$ cat src/flr_pkg.sv
// shared constants for the fault-log recorder
package flr_pkg;
	// register byte addresses
	localparam logic [7:0] FLR_ADDR_CTRL = 8'h00;
	localparam logic [7:0] FLR_ADDR_STATUS = 8'h04;
	localparam logic [7:0] FLR_ADDR_LOG_COUNT = 8'h08;
	localparam logic [7:0] FLR_ADDR_LOG_DATA = 8'h0C;
	localparam logic [7:0] FLR_ADDR_PIN_CFG = 8'h10;
	// control register bit positions (self-clearing commands)
	localparam int FLR_CTRL_CLEAR_FAULTS = 0;
	localparam int FLR_CTRL_ERASE_LOG = 1;
	localparam int FLR_CTRL_MANUAL_STORE = 2;
	localparam int FLR_CTRL_CLEAR_PEAKS = 3;
	// status register bit positions
	localparam int FLR_STAT_LOG_PRESENT = 0;
	localparam int FLR_STAT_VALID_LOG = 1;
	localparam int FLR_STAT_BLOCKED = 2;
	localparam int FLR_STAT_COPY_BUSY = 3;
	localparam int FLR_STAT_HOT_WAIT = 4;
	localparam int FLR_STAT_ADC_LSB = 8;
	// log layout
	localparam int FLR_LOG_LEN = 147;
	localparam int FLR_HDR_LAST = 26;
	localparam int FLR_REC_FIRST = 27;
	localparam int FLR_REC_BYTES = 20;
	localparam int FLR_REC_COUNT = 6;
	localparam int FLR_REC_BITS = FLR_REC_BYTES * 8;
	localparam logic [7:0] FLR_CODE_MANUAL = 8'hFF;
	// die temperature thresholds in degrees C
	localparam logic [7:0] FLR_TEMP_HOT = 8'h82;
	localparam logic [7:0] FLR_TEMP_COOL = 8'h7D;
	// reset values
	localparam logic [47:0] FLR_TS_RESET = 48'h0000_0000_0000;
	localparam logic [15:0] FLR_PEAK_RESET = 16'h0000;
	localparam logic [1:0] FLR_PIN_CFG_RESET = 2'h0;
endpackage

$ cat src/flr_hist_if.sv
// bundle between the recorder core and its history store
`timescale 1ns/1ps
interface flr_hist_if;
	import flr_pkg::*;
	logic wr_en; // append one record
	logic [FLR_REC_BITS-1:0] wr_rec; // record, byte 0 in the top bits
	logic [2:0] rec_a; // 0 = newest, port a
	logic [4:0] byte_a; // byte within record, port a
	logic [7:0] data_a;
	logic [2:0] rec_b; // port b
	logic [4:0] byte_b;
	logic [7:0] data_b;
	modport core (output wr_en, wr_rec, rec_a, byte_a, rec_b, byte_b, input data_a, data_b);
	modport store (input wr_en, wr_rec, rec_a, byte_a, rec_b, byte_b, output data_a, data_b);
endinterface

$ cat src/flr_history.sv
// rolling store of the newest conversion-cycle records
`timescale 1ns/1ps
module flr_history #(
	parameter int DEPTH = flr_pkg::FLR_REC_COUNT
) (
	input wire logic clk_in,
	input wire logic rst_n_in,
	flr_hist_if.store hist
);
	import flr_pkg::*;
	if (DEPTH < 2 || DEPTH > 7) begin : g_bad_depth
		$error("flr_history: DEPTH out of range");
	end
	logic [FLR_REC_BITS-1:0] mem_q [DEPTH]; // record slots
	logic [2:0] wptr_q; // next slot to fill

	// newest-first index to physical slot
	function automatic logic [2:0] slot_of(input logic [2:0] wp, input logic [2:0] age);
		logic [3:0] s;
		s = {1'b0, wp} + 4'(DEPTH) - 4'd1 - {1'b0, age};
		if (s >= 4'(DEPTH)) s = s - 4'(DEPTH);
		return s[2:0];
	endfunction

	// byte select; byte 0 sits in the top bits
	function automatic logic [7:0] pick(input logic [FLR_REC_BITS-1:0] r, input logic [4:0] b);
		return r[FLR_REC_BITS - 1 - 8 * int'(b) -: 8];
	endfunction

	wire [2:0] slot_a = slot_of(wptr_q, hist.rec_a);
	wire [2:0] slot_b = slot_of(wptr_q, hist.rec_b);
	assign hist.data_a = pick(mem_q[slot_a], hist.byte_a);
	assign hist.data_b = pick(mem_q[slot_b], hist.byte_b);

	// circular write; the core stops issuing writes once frozen
	always_ff @(posedge clk_in) begin
		if (!rst_n_in) begin
			wptr_q <= 3'h0;
		end else if (hist.wr_en) begin
			wptr_q <= (wptr_q == 3'(DEPTH - 1)) ? 3'h0 : wptr_q + 3'h1;
		end
	end

	// slot storage, no reset needed on data
	genvar i;
	generate
		for (i = 0; i < DEPTH; i++) begin : g_slot
			always_ff @(posedge clk_in) begin
				if (hist.wr_en && wptr_q == 3'(i)) begin
					mem_q[i] <= hist.wr_rec;
				end
			end
		end
	endgenerate
endmodule

$ cat src/flr_recorder.sv
// fault-log recorder: rolling history, freeze, nonvolatile copy, block read
// Notes on behaviour
// - keep refreshing history while no fault
// - fault freezes log, readable, copied to memory; peak bytes 11-20 keep tracking after the freeze
// - hot die postpones copy until cooled
// - fault pins never start a capture
// - power-up scan sets valid-log flag
// - stored log blocks capture until clear-faults
// - log read is fixed 147-byte block
// - no log gives byte count zero
// - record per cycle, six newest kept
// - finish cycle, note converting input
// - header bytes 0-26, fault record 27-46
// - five older records 47-146, oldest last
// - four-character preface when log exists
// - byte 4 holds the cause code
// - bytes 5-10 timestamp, low byte first
// - bytes 11-20 peaks, high byte first
// - bytes 21-26 temperatures at last event
// - pin faults passed on, no deglitch
// - power-good pin shows output in regulation
// - cause in low nibble, channel high nibble
// - record field order, high byte first
`timescale 1ns/1ps
module flr_recorder #(
	parameter logic [31:0] PREFACE = 32'h5846_3031, // arbitrary four-character value
	parameter int REC_COUNT = flr_pkg::FLR_REC_COUNT
) (
	input wire logic clk_in,
	input wire logic rst_n_in,
	// register port
	input wire logic [7:0] reg_addr_in,
	input wire logic [31:0] reg_wdata_in,
	input wire logic reg_wr_in,
	input wire logic reg_rd_in,
	output logic [31:0] reg_rdata_out,
	// monitor conversion stream
	input wire logic rec_valid_in,
	input wire logic [flr_pkg::FLR_REC_BITS-1:0] rec_data_in,
	input wire logic [4:0] adc_input_in,
	input wire logic [15:0] ext_temp0_in,
	input wire logic [15:0] ext_temp1_in,
	input wire logic [15:0] die_temp_word_in,
	input wire logic [7:0] die_temp_in,
	// channel-disabling fault from internal protection
	input wire logic fault_in,
	input wire logic [3:0] fault_cause_in,
	input wire logic fault_chan_in,
	// shared timing clock
	input wire logic share_clk_in,
	// nonvolatile memory port
	output logic nvm_wr_out,
	output logic nvm_rd_out,
	output logic [7:0] nvm_addr_out,
	output logic [7:0] nvm_wdata_out,
	input wire logic [7:0] nvm_rdata_in,
	// general fault pins
	input wire logic [1:0] fault_pin_in,
	output logic [1:0] fault_pin_out,
	output logic [1:0] fault_pin_oe_out,
	input wire logic [1:0] in_regulation_in,
	input wire logic [1:0] master_phase_in,
	output logic [1:0] ext_fault_out,
	output logic valid_log_out
);
	import flr_pkg::*;
	if (REC_COUNT != FLR_REC_COUNT) begin : g_bad_count
		$error("flr_recorder: log layout needs six records");
	end

	typedef enum {FLR_SCAN0, FLR_SCAN1, FLR_SCAN2, FLR_RUN, FLR_COPY} flr_state_t;

	flr_hist_if hist(); // history bundle
	flr_history #(.DEPTH(REC_COUNT)) u_hist (
		.clk_in(clk_in),
		.rst_n_in(rst_n_in),
		.hist(hist)
	);

	// pin and timing clock synchronisers; pins enter inverted so reset reads as idle
	logic [2:0] sync_q;
	flr_sync #(.WIDTH(3)) u_sync (
		.clk_in(clk_in),
		.rst_n_in(rst_n_in),
		.async_in({share_clk_in, ~fault_pin_in}),
		.sync_out(sync_q)
	);

	flr_state_t state_q; // sequencer
	logic share_prev_q; // share clock, one cycle older
	logic [47:0] ts_q; // running share-clock count
	logic frozen_q; // history no longer updated
	logic log_present_q; // frozen log readable
	logic stored_valid_q; // valid log found at power-up
	logic pending_q; // capture waits for cycle end
	logic copy_req_q; // frozen log not yet copied
	logic hot_q; // die too hot for memory writes
	logic [7:0] code_q; // cause of the log
	logic [47:0] ts_snap_q; // count at the fault
	logic [4:0] adc_snap_q; // input converting at the fault
	logic [15:0] peak_q [5]; // vout0, vout1, iout0, iout1, vin
	logic [15:0] temp_q [3]; // ext0, ext1, die, at last event
	logic [7:0] byte_idx_q; // block-read position
	logic [7:0] copy_idx_q; // copy position
	logic [7:0] scan0_q; // first preface byte found
	logic [1:0] pin_cfg_q; // 1 = power-good output
	logic [31:0] rdata_q;
	logic nvm_wr_q;
	logic nvm_rd_q;
	logic [7:0] nvm_addr_q;
	logic [7:0] nvm_wdata_q;
	logic [1:0] pin_oe_q;
	logic [1:0] ext_fault_q;

	// register decode
	wire wr_ctrl = reg_wr_in && reg_addr_in == FLR_ADDR_CTRL;
	wire wr_cfg = reg_wr_in && reg_addr_in == FLR_ADDR_PIN_CFG;
	wire rd_count = reg_rd_in && reg_addr_in == FLR_ADDR_LOG_COUNT;
	wire rd_data = reg_rd_in && reg_addr_in == FLR_ADDR_LOG_DATA;
	wire cmd_clear = wr_ctrl && reg_wdata_in[FLR_CTRL_CLEAR_FAULTS];
	wire cmd_erase = wr_ctrl && reg_wdata_in[FLR_CTRL_ERASE_LOG];
	wire cmd_store = wr_ctrl && reg_wdata_in[FLR_CTRL_MANUAL_STORE];
	wire cmd_peaks = wr_ctrl && reg_wdata_in[FLR_CTRL_CLEAR_PEAKS];

	// capture gating: stored log or frozen log blocks a new one
	wire can_capture = (state_q == FLR_RUN) && !stored_valid_q && !frozen_q && !pending_q;
	// only the internal fault line or a manual store starts a capture; pins do not
	wire start_fault = can_capture && fault_in;
	wire start_manual = can_capture && !fault_in && cmd_store;
	wire hist_write = rec_valid_in && !frozen_q && state_q != FLR_SCAN0;
	wire freeze_now = hist_write && pending_q;
	wire share_edge = sync_q[2] && !share_prev_q;
	wire [7:0] cause_code = {3'h0, fault_chan_in, fault_cause_in};

	// header byte builder, indexes 0..26
	function automatic logic [7:0] hdr_byte(input logic [7:0] i);
		logic [7:0] b;
		b = 8'h00;
		if (i < 8'd4) b = PREFACE[31 - 8 * int'(i) -: 8];
		else if (i == 8'd4) b = code_q;
		else if (i < 8'd11) b = ts_snap_q[8 * (int'(i) - 5) +: 8];
		else if (i < 8'd21) b = peak_q[(int'(i) - 11) / 2][((int'(i) - 11) % 2 == 0) ? 15 : 7 -: 8];
		else b = temp_q[(int'(i) - 21) / 2][((int'(i) - 21) % 2 == 0) ? 15 : 7 -: 8];
		return b;
	endfunction

	// split a record-area index into record age and byte
	function automatic logic [7:0] rec_part(input logic [7:0] i, input logic want_rec);
		logic [7:0] off;
		off = i - 8'(FLR_REC_FIRST);
		return want_rec ? 8'(off / 8'(FLR_REC_BYTES)) : 8'(off % 8'(FLR_REC_BYTES));
	endfunction

	wire [7:0] idx_a = byte_idx_q;
	wire [7:0] idx_b = copy_idx_q;
	wire [7:0] rec_a_w = rec_part(idx_a, 1'b1);
	wire [7:0] byte_a_w = rec_part(idx_a, 1'b0);
	wire [7:0] rec_b_w = rec_part(idx_b, 1'b1);
	wire [7:0] byte_b_w = rec_part(idx_b, 1'b0);
	assign hist.wr_en = hist_write;
	assign hist.wr_rec = rec_data_in;
	assign hist.rec_a = rec_a_w[2:0];
	assign hist.byte_a = byte_a_w[4:0];
	assign hist.rec_b = rec_b_w[2:0];
	assign hist.byte_b = byte_b_w[4:0];
	wire [7:0] log_byte_a = (idx_a <= 8'(FLR_HDR_LAST)) ? hdr_byte(idx_a) : hist.data_a;
	wire [7:0] log_byte_b = (idx_b <= 8'(FLR_HDR_LAST)) ? hdr_byte(idx_b) : hist.data_b;
	wire log_exists = log_present_q || stored_valid_q;
	// fixed block length, zero count with no log
	wire [7:0] count_val = log_exists ? 8'(FLR_LOG_LEN) : 8'h00;
	wire [31:0] status_val = {19'h0, adc_snap_q, 3'h0, hot_q, state_q == FLR_COPY,
		!can_capture, stored_valid_q, log_present_q};
	wire [31:0] read_mux =
		(reg_addr_in == FLR_ADDR_STATUS) ? status_val :
		(reg_addr_in == FLR_ADDR_LOG_COUNT) ? {24'h0, count_val} :
		(reg_addr_in == FLR_ADDR_LOG_DATA) ? {24'h0, log_exists ? log_byte_a : 8'h00} :
		(reg_addr_in == FLR_ADDR_PIN_CFG) ? {30'h0, pin_cfg_q} : 32'h0000_0000;
	// hysteresis on die temperature for memory writes
	wire hot_d = hot_q ? !(die_temp_in < FLR_TEMP_COOL) : (die_temp_in > FLR_TEMP_HOT);

	// bus read data, valid the cycle after the strobe only
	always_ff @(posedge clk_in) begin
		if (!rst_n_in) rdata_q <= 32'h0000_0000;
		else rdata_q <= reg_rd_in ? read_mux : 32'h0000_0000;
	end

	// block-read position: count read restarts, data read advances
	always_ff @(posedge clk_in) begin
		if (!rst_n_in) begin
			byte_idx_q <= 8'h00;
		end else if (rd_count) begin
			byte_idx_q <= 8'h00;
		end else if (rd_data && byte_idx_q != 8'(FLR_LOG_LEN - 1)) begin
			byte_idx_q <= byte_idx_q + 8'h01;
		end
	end

	// share-clock timestamp counter
	always_ff @(posedge clk_in) begin
		if (!rst_n_in) begin
			share_prev_q <= 1'b0;
			ts_q <= FLR_TS_RESET;
		end else begin
			share_prev_q <= sync_q[2];
			if (share_edge) ts_q <= ts_q + 48'h0000_0000_0001;
		end
	end

	// capture and freeze control
	always_ff @(posedge clk_in) begin
		if (!rst_n_in) begin
			pending_q <= 1'b0;
			frozen_q <= 1'b0;
			log_present_q <= 1'b0;
			copy_req_q <= 1'b0;
			code_q <= 8'h00;
			ts_snap_q <= FLR_TS_RESET;
			adc_snap_q <= 5'h00;
		end else begin
			if (start_fault || start_manual) begin
				pending_q <= 1'b1;
				code_q <= start_fault ? cause_code : FLR_CODE_MANUAL;
				ts_snap_q <= ts_q;
				adc_snap_q <= adc_input_in;
			end else if (freeze_now) begin
				// cycle in progress finished, stop updating
				pending_q <= 1'b0;
				frozen_q <= 1'b1;
				log_present_q <= 1'b1;
				copy_req_q <= 1'b1;
			end else if (cmd_erase && !pending_q) begin
				// erase unfreezes the history
				frozen_q <= 1'b0;
				log_present_q <= 1'b0;
				copy_req_q <= 1'b0;
			end else if (state_q == FLR_COPY && copy_idx_q == 8'(FLR_LOG_LEN - 1) && !hot_q) begin
				copy_req_q <= 1'b0;
			end
		end
	end

	// peak tracking and last-event temperatures
	always_ff @(posedge clk_in) begin
		if (!rst_n_in || cmd_peaks) begin
			for (int k = 0; k < 5; k++) peak_q[k] <= FLR_PEAK_RESET;
		end else if (rec_valid_in) begin
			for (int k = 0; k < 5; k++) begin
				if (rec_data_in[FLR_REC_BITS - 1 - 16 * k -: 16] > peak_q[k]) begin
					peak_q[k] <= rec_data_in[FLR_REC_BITS - 1 - 16 * k -: 16];
				end
			end
		end
	end
	always_ff @(posedge clk_in) begin
		if (!rst_n_in) begin
			for (int k = 0; k < 3; k++) temp_q[k] <= 16'h0000;
		end else if (hist_write) begin
			temp_q[0] <= ext_temp0_in;
			temp_q[1] <= ext_temp1_in;
			temp_q[2] <= die_temp_word_in;
		end
	end

	// power-up scan, then run, copy to memory when cool
	always_ff @(posedge clk_in) begin
		if (!rst_n_in) begin
			state_q <= FLR_SCAN0;
			stored_valid_q <= 1'b0;
			scan0_q <= 8'h00;
			copy_idx_q <= 8'h00;
			hot_q <= 1'b0;
			nvm_wr_q <= 1'b0;
			nvm_rd_q <= 1'b0;
			nvm_addr_q <= 8'h00;
			nvm_wdata_q <= 8'h00;
		end else begin
			hot_q <= hot_d;
			nvm_wr_q <= 1'b0;
			nvm_rd_q <= 1'b0;
			if (cmd_clear) stored_valid_q <= 1'b0;
			case (state_q)
				FLR_SCAN0: begin
					nvm_rd_q <= 1'b1;
					nvm_addr_q <= 8'h00;
					state_q <= FLR_SCAN1;
				end
				FLR_SCAN1: begin
					// memory answers while the read pulse stands
					nvm_rd_q <= 1'b1;
					nvm_addr_q <= 8'h01;
					scan0_q <= nvm_rdata_in;
					state_q <= FLR_SCAN2;
				end
				FLR_SCAN2: begin
					stored_valid_q <= {scan0_q, nvm_rdata_in} == PREFACE[31:16];
					state_q <= FLR_RUN;
				end
				FLR_RUN: begin
					copy_idx_q <= 8'h00;
					if (copy_req_q && !hot_q) state_q <= FLR_COPY;
				end
				FLR_COPY: begin
					if (!hot_q) begin
						// one byte per cycle, waits in place while hot
						nvm_wr_q <= 1'b1;
						nvm_addr_q <= copy_idx_q;
						nvm_wdata_q <= log_byte_b;
						if (copy_idx_q == 8'(FLR_LOG_LEN - 1)) state_q <= FLR_RUN;
						else copy_idx_q <= copy_idx_q + 8'h01;
					end
				end
				default: state_q <= FLR_RUN;
			endcase
		end
	end

	// fault pins: pass-through without filtering, or power-good output
	always_ff @(posedge clk_in) begin
		if (!rst_n_in) begin
			pin_cfg_q <= FLR_PIN_CFG_RESET;
			pin_oe_q <= 2'h0;
			ext_fault_q <= 2'h0;
		end else begin
			if (wr_cfg) pin_cfg_q <= reg_wdata_in[1:0];
			// low pin means fault; no deglitch beyond the synchroniser
			ext_fault_q <= ~pin_cfg_q & sync_q[1:0];
			// pull low while a master output is out of regulation
			pin_oe_q <= pin_cfg_q & master_phase_in & ~in_regulation_in;
		end
	end

	assign reg_rdata_out = rdata_q;
	assign nvm_wr_out = nvm_wr_q;
	assign nvm_rd_out = nvm_rd_q;
	assign nvm_addr_out = nvm_addr_q;
	assign nvm_wdata_out = nvm_wdata_q;
	assign fault_pin_out = 2'h0; // open drain, only ever drives low
	assign fault_pin_oe_out = pin_oe_q;
	assign ext_fault_out = ext_fault_q;
	assign valid_log_out = stored_valid_q;
endmodule

$ cat src/flr_sync.sv
// two-flop synchroniser, one per bit
`timescale 1ns/1ps
module flr_sync #(
	parameter int WIDTH = 1
) (
	input wire logic clk_in,
	input wire logic rst_n_in,
	input wire logic [WIDTH-1:0] async_in,
	output logic [WIDTH-1:0] sync_out
);
	if (WIDTH < 1) begin : g_bad_width
		$error("flr_sync: WIDTH must be at least 1");
	end
	genvar i;
	generate
		for (i = 0; i < WIDTH; i++) begin : g_bit
			logic meta_q; // first stage, read only by the second
			logic stab_q;
			// plain two-stage chain
			always_ff @(posedge clk_in) begin
				if (!rst_n_in) begin
					meta_q <= 1'b0;
					stab_q <= 1'b0;
				end else begin
					meta_q <= async_in[i];
					stab_q <= meta_q;
				end
			end
			assign sync_out[i] = stab_q;
		end
	endgenerate
endmodule
$ cat config.mk
export PLATFORM = sky130hd
export DESIGN_NAME = flr_recorder
export DESIGN_NICKNAME = d
export VERILOG_FILES = /design/src/flr_pkg.sv /design/src/flr_hist_if.sv /design/src/flr_history.sv /design/src/flr_recorder.sv /design/src/flr_sync.sv
export SDC_FILE = /design/constraint.sdc
export NUM_CORES = 2
export LEC_CHECK = 0
export BUFFER_PORTS_ARGS = -buffer_cell sky130_fd_sc_hd__buf_2
export CORE_MARGIN = 5
export CORE_UTILIZATION = 40
export DETAILED_ROUTE_END_ITERATION = 8
export PLACE_DENSITY_LB_ADDON = 0.3
export SETUP_SLACK_MARGIN = 0.15
export SLEW_MARGIN = 30
export SYNTH_ARGS = -nofsm -noshare
export SYNTH_HDL_FRONTEND = slang
export SYNTH_SLANG_ARGS = --single-unit
$ cat constraint.sdc
create_clock -name clk_in -period 15.59 [get_ports clk_in]
set_clock_uncertainty 0.05 [all_clocks]
set_input_delay 1.559 -clock clk_in [delete_from_list [all_inputs] [get_ports clk_in]]
set_output_delay 1.559 -clock clk_in [all_outputs]
set_load 0.05 [all_outputs]
==> reports/metrics.sh <==
NUMBER_OF_FLIP_FLOPS_AND_LATCHES_IN_THE_SYNTHESIZED_NETLIST=1274
LAYOUT_COMMON_CELLS='1088 x sky130_fd_sc_hd__edfxtp_1, 643 x sky130_fd_sc_hd__mux4_2, 318 x sky130_fd_sc_hd__nand2_1'
1ST_PASS_ROUTER_ITERATIONS=5
SYNTHESIS.AREA_PER_INSTANCE_UM2=15.62
FLOORPLAN.DIE.WIDTH_UM=412.0
DRV.MAX_CAP_VIOLATION_COUNT=0
WORST_HOLD_PATH.NUM_CELLS=2
SETUP_SLACK_NS=6.719
SYNTH-SEQ-AREA-SHARE_PCT=56.29
CORE_AREA_UM2=160600
GP_ROUTABILITY_CONGESTION=0.8726
POSTCTSRESIZEDCELLS=0
CP_DATA_ARRIVAL_TIME_NS=9.46
INITIAL_CORE_UTIL_PCT=40.27
DPL.HPWL_UM=126700
CTS_ROOT_BUF='sky130_fd_sc_hd__clkbuf_16'
TIMING.FINAL.HOLD_VIOLATIONS=0
ANT_NETS=0
SETUP-TNS-FINAL_NS=0
CTS.HOLD.BUFFERS_ADDED=0
FINALWIRELENGTH_UM=188300
DRIVE_ABOVE_1_SHARE_PCT=28.96
POST-CTS-SETUP-BUFFERS=0
POWER_DENSITY_nW_PER_UM2=114.1
POST_SYNTH_MAIN_AREA_CONTRIBUTORS='sky130_fd_sc_hd__edfxtp_1 51%, sky130_fd_sc_hd__mux4_2 22%, sky130_fd_sc_hd__dfxtp_1 5.8%'
FINAL_NETS=4794
DRT-INITIAL-DRC-COUNT=3660
PRE_CTS_WS_NS=6.676
FIRST_GLOBAL_VIAS=40030
CTS_MAX_LEVEL=4
LEAST_MARGIN_PIN_SLEW_NS=1.124
RR_WORST_DEPTH=26
WORST_SETUP_HOLD_PATH_CLK_SLEW_NS=0.06
PLACEMENTROWS=147
PINS_OVER_THEIR_SLEW_LIMIT=0
MOST_COMMON_CELL_AFTER_LAYOUT_FILL_AND_TAPS_ASIDE='sky130_fd_sc_hd__edfxtp_1'
SYNTH_AREA_UM2=64660
WORST_SETUP_PATH_END_KIND='flop'
CTS_TREE='built'
CLOCK_INSERTION_DELAY_WORST_SKEW_NS=0.76
FINALCRITPERIODSHARE_PCT=56.90
SYNTHFLOPTYPE='sky130_fd_sc_hd__edfxtp_1'
START_KIND='flop'
CRITICAL_PATH_REQUIRED_NS=16.18
YOSYSWARNINGCOUNT=0
RSZ0062_AT_GRT='no'
DETAIL_ROUTE.DRC_VIOLATIONS=0
STATUS='finished, final reports clean'
DETAILED_PLACE.AREA_UM2=68400
REPORT.FINAL.SETUP_VIOL=0
SYNTH_ENABLE_FLOP_CELLS=1088
SETUP.WORST_PATH.CLASS='reg2reg'
GRT_FIRST_PASS_WIRELENGTH_UM=274500
IR_WORST_VDD_uV=107.5
DR_TOTAL_VIAS=39990
DIE_AREA_UM2=169800
PORTBUFFERS=294
NUMCTSBUFFERS=141
POST-ROUTE-MIN-PERIOD_NS=8.871
P_LEAK_uW=0.02494
WORST-PATH-MAX-FANOUT=31
GLOBALROUTEOVERFLOWTOTAL=0
GRT_START_MAX_NET_PINS=113
CTSLONGESTPATHBUFFERS=3
YOSYSTOPAREACELLSHARE_PCT=50.53
ROUTE.DETAILED.VIAS_PER_INST=5.995
ROUTEDWLPERCELL_UM=28.23
TRITONCTS_NUM_SINKS=1274
GRT_UTIL_ALL_LAYERS_PCT=21.93
HP-CLASS='reg2reg'
RELSLEWSLACK_PCT=24.53
DIE_HEIGHT_UM=412.0
STDCELL_AREA_UM2=73140
NUMBER_OF_CELLS_PRODUCED_BY_SYNTHESIS=4140
YS_ASYNC_SR_FRACTION_PCT=0
ANTENNA_VIOLATIONS_BEFORE_REPAIR=50
FMAX_MHz=112.7
AREAGROWTHSYNTHTOFINISH_PCT=13.11
POST-SYNTH-TOP-AREA-CELL='sky130_fd_sc_hd__edfxtp_1'
POST_SYNTH_NUM_CELL_TYPES=99
IOS=344
[final timing paths]
kind | startpoint | endpoint | slack, ns
worst max-delay path | copy_idx_q[2] | nvm_wdata_out[6] | 6.72
worst min-delay path | u_sync.g_bit[0].stab_q | ext_fault_out[0] | 0.36
worst max register to register | copy_idx_q[2] | nvm_wdata_out[6] | 6.72
worst min register to register | u_sync.g_bit[0].stab_q | ext_fault_out[0] | 0.36
[cell usage after synthesis, types with 7 or more instances]
library cell                count
sky130_fd_sc_hd__nor2b_1       38
sky130_fd_sc_hd__o211ai_1      14
sky130_fd_sc_hd__or3_1         16
sky130_fd_sc_hd__inv_1        112
sky130_fd_sc_hd__nor4_1         9
sky130_fd_sc_hd__o21ai_0      105
sky130_fd_sc_hd__a21oi_1      131
sky130_fd_sc_hd__o2111ai_1     13
sky130_fd_sc_hd__buf_2         73
sky130_fd_sc_hd__o21a_1        10
sky130_fd_sc_hd__nand2_1      319
sky130_fd_sc_hd__buf_1         45
sky130_fd_sc_hd__mux2i_1      109
sky130_fd_sc_hd__edfxtp_1    1088
sky130_fd_sc_hd__buf_4         31
sky130_fd_sc_hd__mux4_2       643
sky130_fd_sc_hd__a311o_1        9
sky130_fd_sc_hd__nand4_1       33
sky130_fd_sc_hd__xnor2_1       57
sky130_fd_sc_hd__a21o_1        35
sky130_fd_sc_hd__a211oi_1      20
sky130_fd_sc_hd__and4_1         8
sky130_fd_sc_hd__dfxtp_1      186
sky130_fd_sc_hd__a21boi_0      74
sky130_fd_sc_hd__nor2_1       132
sky130_fd_sc_hd__and3_1        71
sky130_fd_sc_hd__o221a_2        7
sky130_fd_sc_hd__clkbuf_1     144
sky130_fd_sc_hd__o221ai_1      18
sky130_fd_sc_hd__mux2_2        12
sky130_fd_sc_hd__ha_1         120
sky130_fd_sc_hd__nand2b_1      16
sky130_fd_sc_hd__a31oi_1       13
sky130_fd_sc_hd__o21ai_1       10
sky130_fd_sc_hd__and2_1       147
sky130_fd_sc_hd__nor3_1        36
sky130_fd_sc_hd__nand3_1       71
sky130_fd_sc_hd__xor2_1        22
[worst max-delay path: stages, from the launching register on]
cell and delay (ns):
sky130_fd_sc_hd__dfxtp_1 0.63, sky130_fd_sc_hd__inv_1 0.18, sky130_fd_sc_hd__ha_1 0.27, sky130_fd_sc_hd__a21oi_2 0.44, sky130_fd_sc_hd__a21oi_1 0.14, sky130_fd_sc_hd__o32a_1 0.35
sky130_fd_sc_hd__o211a_4 0.27, sky130_fd_sc_hd__nand2b_1 0.16, sky130_fd_sc_hd__o22a_1 0.24, sky130_fd_sc_hd__ha_1 0.18, sky130_fd_sc_hd__a21oi_1 0.23, sky130_fd_sc_hd__nand3_1 0.12
sky130_fd_sc_hd__a221oi_2 0.32, sky130_fd_sc_hd__nand2_2 0.19, sky130_fd_sc_hd__ha_4 0.21, sky130_fd_sc_hd__inv_1 0.06, sky130_fd_sc_hd__fa_1 0.40, sky130_fd_sc_hd__buf_4 0.25
sky130_fd_sc_hd__o31ai_4 0.81, sky130_fd_sc_hd__buf_4 0.47, sky130_fd_sc_hd__buf_4 0.62, sky130_fd_sc_hd__mux4_2 0.60, sky130_fd_sc_hd__nand2_1 0.08, sky130_fd_sc_hd__o21ai_0 0.19
sky130_fd_sc_hd__mux4_2 0.65, sky130_fd_sc_hd__a22oi_1 0.42, sky130_fd_sc_hd__a21oi_1 0.13
[cell type report]
cell class | instances | area, um^2
fill | 13960 | 87430
sequential | 1274 | 36400
multi-input combinational | 2471 | 26730
clock buffer | 172 | 3749
tap | 2160 | 2703
timing repair buffer | 377 | 2198
clock inverter | 78 | 854.6
inverter | 120 | 452.9
antenna | 19 | 47.55
[power breakdown]
| group | internal [uW] | switching [uW] | total, uW |
|---|---|---|---|
| Clock | 1950 | 1390 | 3330 |
| Sequential | 3820 | 67.3 | 3890 |
| Combinational | 484 | 637 | 1120 |
| Total | 6260 | 2090 | 8350 |
[stage by stage]
stage	std cells	utilization, %	hold WS (ns)	power, uW
after floorplan	4160	-	0.3452	4670
after global placement	6399	42.58	0.3558	5070
after detailed placement	6399	42.60	0.3586	5088
after CTS	6649	45.46	0.3671	8428
after global routing	6657	45.53	0.3909	8644
final	6671	45.55	0.3649	8346
[kinds of logic after synthesis]
kind of cell | Yosys count | synth area share (%)
other cells | 1 | 0.005800
fa+ha+maj | 123 | 2.400
flops | 1274 | 56.29
xor+xnor | 83 | 1.206
simple gates | 930 | 7.195
buf+inv | 415 | 2.758
compound gates | 549 | 5.813
mux | 765 | 24.33
[sequential cells by signal (all words and copies together), names as in the netlist, 2 cells and up]
register and cells:
adc_snap_q 5, byte_idx_q 8, code_q 6, copy_idx_q 8, ext_fault_out 2, fault_pin_oe_out 2
nvm_addr_out 8, nvm_wdata_out 8, peak_q 80, pin_cfg_q 2, reg_rdata_out 13, scan0_q 8
state_q 3, temp_q 48, ts_q 48, ts_snap_q 48, u_hist.mem_q 960, u_hist.wptr_q 3
u_sync.g_bit.meta_q 3, u_sync.g_bit.stab_q 3
[metal layers]
metal  part of all wire [%]  global-route usage (%)  wire length, um  vias up
met5                  0.077                       0              145        -
met4                    3.7                   7.496             7032       24
met3                    8.0                   4.960            15130      344
met2                     48                   35.93            90840     1527
met1                     40                   29.01            75190    20970
li1                       -                       -                -    17130
Power figures use the tool's default switching activity.
